===== src/inc/phy_pkg.sv =====
// Shared constants, states and carriers of the serial link service block
package phy_pkg;

    // Core clock
    localparam int CLK_PERIOD_NS = 10;

    // Least time spent in transition before the transmitter counts as enabled
    localparam int TRANS_TIME_NS = 1000;
    localparam int TRANS_CYCLES = (TRANS_TIME_NS + CLK_PERIOD_NS - 1) / CLK_PERIOD_NS;

    // Longest gap between word references before lock is dropped
    localparam int REF_TIMEOUT_NS = 2000;
    localparam int REF_TIMEOUT_CYCLES = REF_TIMEOUT_NS / CLK_PERIOD_NS;

    // Counter width for both timers
    localparam int CNT_W = 16;

    // Reset values
    localparam logic [CNT_W-1:0] CNT_RESET = 16'h0000;
    localparam logic MEDIA_RESET = 1'h0;

    // Transmitter states
    typedef enum logic [3:0] {
        TX_OFF = 4'h1,
        TX_TRANS = 4'h2,
        TX_ON = 4'h4,
        TX_FAIL = 4'h8
    } tx_state_e;

    // Reported transmitter status
    typedef enum logic [1:0] {
        STAT_INACTIVE = 2'h0,
        STAT_ACTIVE = 2'h1,
        STAT_FAULT = 2'h2
    } tx_status_e;

    // Enable and disable requests from the encoding layer
    typedef struct packed {
        logic enable_req;
        logic disable_req;
    } tx_ctrl_s;

    // Retimed receive bit with its recovered clock indication
    typedef struct packed {
        logic bit_val;
        logic strobe;
    } rx_ind_s;

endpackage


===== src/hw/phy_service.sv =====
// Transmitter control, status reporting and receive retiming of the serial link
`timescale 1ns/1ns

// How it works
// - Enable moves not-enabled to transition; transition stays; failure ignores it.
// - Disable returns any state except failure to not-enabled.
// - With zero transition cycles, enable goes straight to enabled.
// - Status reads active exactly while the transmitter is enabled.
// - Status reads fault when monitoring finds a fault; never without monitoring.
// - Status reads inactive in every other state, transition included.
// - Media follows each transmit bit only while status is active.
// - Transmit one drives the media high, zero drives it low.
// - Received bit is valid whenever the recovered clock strobe is issued.
// - Media high is delivered as one, media low as zero.
// - With no media input, received bit and strobe timing are undefined.
// - After reset the transmitter is in the not-enabled state.
// - A detected internal failure enters the failure state.
module phy_service
    import phy_pkg::*;
#(
    parameter logic [phy_pkg::CNT_W-1:0] TRANS_CYC = 16'(phy_pkg::TRANS_CYCLES),
    parameter logic [phy_pkg::CNT_W-1:0] REF_TIMEOUT = 16'(phy_pkg::REF_TIMEOUT_CYCLES),
    parameter bit FAULT_MONITOR = 1'b1
) (
    // Clock and reset
    input wire logic clk,
    input wire logic nrst,
    // Transmit control and data from the encoding layer
    input wire phy_pkg::tx_ctrl_s tx_ctrl,
    input wire logic tx_bit,
    // Transmit status and media drive
    output phy_pkg::tx_status_e tx_status,
    output logic media_out,
    // Transmitter self-monitor pin
    input wire logic fault_pin,
    // Receive media and its line clock pins
    input wire logic media_in,
    input wire logic line_clk,
    // Retimed receive data to the encoding layer
    output phy_pkg::rx_ind_s rx_ind,
    // Word reference from the encoding layer and lock report
    input wire logic word_ref,
    output logic ref_lock
);
    import phy_pkg::*;

    tx_state_e state_reg;
    tx_state_e state_next;
    logic [CNT_W-1:0] trans_cnt_reg;
    logic [CNT_W-1:0] ref_cnt_reg;
    tx_status_e status_reg;
    logic media_reg;
    rx_ind_s rx_reg;
    logic ref_lock_reg;
    logic fault_s;
    logic rx_data_s;
    logic line_rise;
    logic fault_hit;
    logic trans_done;
    logic line_unused;
    logic rx_rise_unused;

    // Fault pin and receive pins come from outside the clock domain
    pin_sync #(.W(1)) u_fault_sync (
        .clk(clk),
        .nrst(nrst),
        .pin(fault_pin),
        .level(fault_s),
        .rise()
    );

    // Data and clock share one synchroniser so they keep their alignment
    pin_sync #(.W(2)) u_rx_sync (
        .clk(clk),
        .nrst(nrst),
        .pin({media_in, line_clk}),
        .level({rx_data_s, line_unused}),
        .rise({rx_rise_unused, line_rise})
    );

    // Without a self-monitor the fault state is never entered
    assign fault_hit = FAULT_MONITOR && fault_s;

    assign trans_done = (trans_cnt_reg == TRANS_CYC - 16'h0001);

    // Next transmitter state; fault outranks disable, disable outranks enable
    always_comb begin
        state_next = state_reg;
        unique case (state_reg)
            TX_OFF: begin
                if (fault_hit) begin
                    state_next = TX_FAIL;
                end else if (tx_ctrl.disable_req) begin
                    state_next = TX_OFF;
                end else if (tx_ctrl.enable_req) begin
                    if (TRANS_CYC == CNT_RESET) begin
                        state_next = TX_ON;
                    end else begin
                        state_next = TX_TRANS;
                    end
                end
            end
            TX_TRANS: begin
                if (fault_hit) begin
                    state_next = TX_FAIL;
                end else if (tx_ctrl.disable_req) begin
                    state_next = TX_OFF;
                end else if (trans_done) begin
                    state_next = TX_ON;
                end
            end
            TX_ON: begin
                if (fault_hit) begin
                    state_next = TX_FAIL;
                end else if (tx_ctrl.disable_req) begin
                    state_next = TX_OFF;
                end
            end
            TX_FAIL: begin
                // Only reset leaves failure; requests are ignored here
                state_next = TX_FAIL;
            end
            default: begin
                state_next = TX_OFF;
            end
        endcase
    end

    always_ff @(posedge clk) begin
        if (!nrst) begin
            state_reg <= TX_OFF;
        end else begin
            state_reg <= state_next;
        end
    end

    // Transition timer restarts on every entry
    always_ff @(posedge clk) begin
        if (!nrst) begin
            trans_cnt_reg <= CNT_RESET;
        end else if (state_reg == TX_TRANS && state_next == TX_TRANS) begin
            trans_cnt_reg <= trans_cnt_reg + 16'h0001;
        end else begin
            trans_cnt_reg <= CNT_RESET;
        end
    end

    // Status follows the state it will hold, so both change on the same edge
    always_ff @(posedge clk) begin
        if (!nrst) begin
            status_reg <= STAT_INACTIVE;
        end else if (state_next == TX_ON) begin
            status_reg <= STAT_ACTIVE;
        end else if (state_next == TX_FAIL) begin
            status_reg <= STAT_FAULT;
        end else begin
            status_reg <= STAT_INACTIVE;
        end
    end

    // Media is held dark unless enabled; undriven bits after disable are harmless
    always_ff @(posedge clk) begin
        if (!nrst) begin
            media_reg <= MEDIA_RESET;
        end else if (state_next == TX_ON) begin
            media_reg <= tx_bit;
        end else begin
            media_reg <= MEDIA_RESET;
        end
    end

    // Retime received bit on each rising edge of the line clock
    always_ff @(posedge clk) begin
        if (!nrst) begin
            rx_reg <= '0;
        end else begin
            rx_reg.strobe <= line_rise;
            if (line_rise) begin
                rx_reg.bit_val <= rx_data_s;
            end
        end
    end

    // Word reference watchdog; a silent media leaves data undefined anyway
    always_ff @(posedge clk) begin
        if (!nrst) begin
            ref_cnt_reg <= CNT_RESET;
            ref_lock_reg <= 1'b0;
        end else if (word_ref) begin
            ref_cnt_reg <= CNT_RESET;
            ref_lock_reg <= 1'b1;
        end else if (ref_cnt_reg == REF_TIMEOUT) begin
            ref_lock_reg <= 1'b0;
        end else begin
            ref_cnt_reg <= ref_cnt_reg + 16'h0001;
        end
    end

    assign tx_status = status_reg;
    assign media_out = media_reg;
    assign rx_ind = rx_reg;
    assign ref_lock = ref_lock_reg;
endmodule


===== src/hw/pin_sync.sv =====
// Two-stage synchroniser for pins with a rising-edge detector
`timescale 1ns/1ns
module pin_sync #(
    parameter int W = 1
) (
    // Clock and reset
    input wire logic clk,
    input wire logic nrst,
    // Asynchronous pins
    input wire logic [W-1:0] pin,
    // Synchronised level and its rising edge
    output logic [W-1:0] level,
    output logic [W-1:0] rise
);
    logic [W-1:0] meta_reg;
    logic [W-1:0] sync_reg;
    logic [W-1:0] prev_reg;

    // First stage feeds only the second stage
    always_ff @(posedge clk) begin
        if (!nrst) begin
            meta_reg <= '0;
            sync_reg <= '0;
            prev_reg <= '0;
        end else begin
            meta_reg <= pin;
            sync_reg <= meta_reg;
            prev_reg <= sync_reg;
        end
    end

    assign level = sync_reg;
    assign rise = sync_reg & ~prev_reg;
endmodule


===== config.mk =====
export PLATFORM = sky130hd
export DESIGN_NAME = phy_service
export DESIGN_NICKNAME = d
export VERILOG_FILES = /design/src/inc/phy_pkg.sv /design/src/hw/phy_service.sv /design/src/hw/pin_sync.sv
export SDC_FILE = /design/constraint.sdc
export NUM_CORES = 1
export LEC_CHECK = 0
export BUFFER_PORTS_ARGS = -buffer_cell sky130_fd_sc_hd__buf_2
export CAP_MARGIN = 20
export CELL_PAD_IN_SITES_DETAIL_PLACEMENT = 1
export CELL_PAD_IN_SITES_GLOBAL_PLACEMENT = 2
export CORE_ASPECT_RATIO = 1.4
export CORE_UTILIZATION = 37
export CTS_BUF_LIST = sky130_fd_sc_hd__clkbuf_16
export DETAILED_ROUTE_END_ITERATION = 12
export PLACE_DENSITY_LB_ADDON = 0.1
export SLEW_MARGIN = 25
export SYNTH_ARGS = -nofsm -noshare
export SYNTH_HDL_FRONTEND = slang
export SYNTH_SLANG_ARGS = --single-unit

===== constraint.sdc =====
create_clock -name clk -period 2.35 [get_ports clk]
set_input_delay 0.47 -clock clk [delete_from_list [all_inputs] [get_ports clk]]
set_output_delay 0.47 -clock clk [all_outputs]
set_load 0.01 [all_outputs]

==> metrics <==
outcome=finished, final reports clean; number of placed instances with taps included=314; number of filler instances in the final layout=646; worst hold path stage count=2; Hold Path End=u_rx_sync.meta_reg[1]$_SDFF_PN0_; Die ar.=6160 um2; number of antenna violations at the first check in global routing=0; skew final=0.00483 ns; maximum capacitance violations=0; worst reg2reg path endpoint=media_out$_SDFF_PN0_; via count of the first global-routing pass=1,655; cell taking the most area after synthesis=sky130_fd_sc_hd__dfxtp_1; fmax=545 MHz; final net count=265; number of distinct library cell variants in the gate-level netlist after synthesis=44; number of nets still failing antenna checks after routing=0; count of port buffers added during placement=14; measured slew at the worst slew-check pin=0.686 ns; remaining global-route overflow=0; final instance count without filler cells=322; final setup fails=0; crit-path cells=ha_1, nor4b_1, nand4_1, o21a_1, nor4b_1; top area cells in the synthesized netlist=sky130_fd_sc_hd__dfxtp_1, sky130_fd_sc_hd__xnor2_1, sky130_fd_sc_hd__nor2_1; critical path type=register to register; cell type with the highest occurrence count on the critical path=sky130_fd_sc_hd__nor4b_1; die boundary height=92.5 um; Clk Tree Root Cell=sky130_fd_sc_hd__clkbuf_16; antenna diode count=0; Power Density=709 nW/um2; final hold vios=0; row cnt=32; drt via density=5.22; register-to-register setup slack=0.51 ns; clock latency on the worst-skew pair=0.29 ns; final critical-path required period=1.84 ns; CP Data Required Time=2.54 ns; via total after detailed routing=1,682; Final Max Slew Viols=0; Pre-antenna DRT Iters=4; Area Growth Syn to Fin=12.7%; synthesized instance count=241; delay of the slowest cell on the worst path=0.38 ns; 1st-iter DRT viols=90; die width=66.6 um; launch point of the worst reg-to-reg path=trans_cnt_reg[0]$_SDFF_PN0_; fraction of final layout cells with drive strength greater than 1=10.2%; buffers inserted during post-CTS setup optimization=0; boundary pin count=15; type of destination of the critical path=register; synthesized area divided by synthesized cell count=8.98 um2; worst-case headroom to the max-slew limit=54.3%; Clock Sink Count=49; wire per inst=13.5 um; standard cell with the maximum stage delay on the critical path=sky130_fd_sc_hd__dfxtp_1; initial cell density of the core=38.9%; netlist area before placement=2160 um2; Register-to-Register Path Depth=5; clock transition at the register clock pins on the worst setup and hold paths after CTS=0.07 ns; Startpoint Class=register; aggregate routed wire length=4.36 mm; static power due to leakage=0.830 nW; final estimated routing congestion in global placement=0.800; wire length of the first global-routing pass=7.60 mm; total of warnings raised by yosys=0; kind of path behind the tightest hold check=primary input to register; setup TNS=0 ns; overall global routing resource usage=16.3%; register area share after synthesis=45.3%; maximum fanout encountered on the critical timing path=5; Post-Synthesis Net Count=253; synthesis-stage register bit count=49; total number of H-tree levels=2; setup repair after global routing missed its margin=false; number of buffers inserted during clock tree synthesis=5; post-CTS resize count=0; core area=5570 um2; VDD IR-drop max=0.316 mV; Min-Delay Startpoint=media_in; fin crit share=78.1%; post-synth top area share=45.3%; number of buffers added to fix hold violations after cts=0; TritonCTS clock tree=built; largest buffer count on any clock path=2; DRC violation count after routing=0; worst path arrival time=2.03 ns; largest net degree at the start of global routing=19; hpwl dp=3.11 mm
-- worst max-delay path by stage --
stage	from	end	depth (start not counted)
floorplan	state_reg[1]$_SDFF_PN0_	trans_cnt_reg[10]$_SDFF_PN0_	6
global placement	trans_cnt_reg[0]$_SDFF_PN0_	media_out$_SDFF_PN0_	5
detailed placement	trans_cnt_reg[0]$_SDFF_PN0_	media_out$_SDFF_PN0_	5
CTS	trans_cnt_reg[0]$_SDFF_PN0_	media_out$_SDFF_PN0_	5
global route	trans_cnt_reg[0]$_SDFF_PN0_	media_out$_SDFF_PN0_	5
finish	trans_cnt_reg[0]$_SDFF_PN0_	media_out$_SDFF_PN0_	5
-- critical path: cells and delay by family, from the launching register on --
kind / cells / cell delay, ns
simple gates: 3 / 0.82
flops: 1 / 0.38
compound gates: 1 / 0.29
fa+ha+maj: 1 / 0.25
-- cell usage in the layout, fill, tap and decap left out, types with 3 or more instances in the layout --
| cell | netlist | final |
|---|---|---|
| sky130_fd_sc_hd__nor2b_1 | 4 | 4 |
| sky130_fd_sc_hd__and3_1 | 3 | 3 |
| sky130_fd_sc_hd__nor4_1 | 5 | 5 |
| sky130_fd_sc_hd__o21ai_0 | 9 | 9 |
| sky130_fd_sc_hd__inv_1 | 9 | 9 |
| sky130_fd_sc_hd__nor2_1 | 30 | 30 |
| sky130_fd_sc_hd__ha_1 | 3 | 3 |
| sky130_fd_sc_hd__a21oi_1 | 8 | 8 |
| sky130_fd_sc_hd__clkbuf_16 | 0 | 5 |
| sky130_fd_sc_hd__xnor2_1 | 13 | 13 |
| sky130_fd_sc_hd__nand4_1 | 12 | 12 |
| sky130_fd_sc_hd__buf_2 | 0 | 14 |
| sky130_fd_sc_hd__nand2_1 | 8 | 8 |
| sky130_fd_sc_hd__or3_1 | 6 | 6 |
| sky130_fd_sc_hd__xor2_1 | 9 | 9 |
| sky130_fd_sc_hd__and4_1 | 4 | 4 |
| sky130_fd_sc_hd__nand3_1 | 10 | 10 |
| sky130_fd_sc_hd__nand2b_1 | 5 | 5 |
| sky130_fd_sc_hd__dfxtp_1 | 49 | 49 |
| sky130_fd_sc_hd__nor3_1 | 10 | 10 |
| sky130_fd_sc_hd__and2_1 | 9 | 9 |
-- routing by layer --
metal	part of all wire (%)	vias to the layer above	global-route usage, %
met5	0	-	0
met4	1.5	0	6.91
met3	1.7	6	3.69
met2	53	10	27.9
met1	44	798	18.9
li1	-	868	-
-- area by class of cell --
| class | instances | area [um2] | share of cell area (%) |
|---|---|---|---|
| Clock buffer | 5 | 125 | 5.13 |
| Clock inverter | 3 | 46.3 | 1.90 |
| Inverter | 9 | 33.8 | 1.39 |
| Multi-Input combinational cell | 174 | 1100 | 45.0 |
| Sequential cell | 49 | 981 | 40.2 |
| Tap cell | 68 | 85.1 | 3.49 |
| Timing Repair Buffer | 14 | 70.1 | 2.87 |
-- Yosys cell counts, drive strengths merged --
cell     count
dfxtp       49
nor2        30
xnor2       13
nand4       12
nand3       10
nor3        10
and2         9
inv          9
o21ai        9
xor2         9
a21oi        8
nand2        8
nand2b       6
or3          6
clkbuf       5
nor4         5
and4         4
buf          4
nor2b        4
and3         3
ha           3
mux2         2
mux2i        2
nand3b       2
nor4b        2
or2b         2
or4          2
a2111oi      1
a22oi        1
and4b        1
nor3b        1
nor4bb       1
o211ai       1
o21a         1
o22a         1
o22ai        1
o311ai       1
o31ai        1
or2          1
or3b         1
-- power breakdown --
group          switching, W  internal [W]
logic             0.0000281     0.0000280
clock network      0.000311      0.000504
registers         0.0000147      0.000843
-- cell families after synthesis --
group,after synthesis,share of synthesized area (%)
AOI/OAI and AO/OA,25,6.83
xor gates and xnor gates,22,8.91
and+or+nand+nor,120,31.2
buffers and inverters,18,3.99
muxes,4,1.97
adders and majority gates,3,1.74
DFF,49,45.3
-- stage by stage --
step	utilization [%]	setup slack, ns	power [W]	area (um2)	hold slack [ns]
2_1_floorplan	-	0.714	0.000914	2160	0.392
3_3_place_gp	40.7	0.535	0.000934	2270	0.410
3_5_place_dp	40.7	0.504	0.000934	2270	0.415
4_1_cts	43.8	0.477	0.00177	2440	0.376
5_1_grt	43.8	0.404	0.00181	2440	0.377
6_report	43.8	0.515	0.00173	2440	0.383
(Power assumes the default switching activity.)
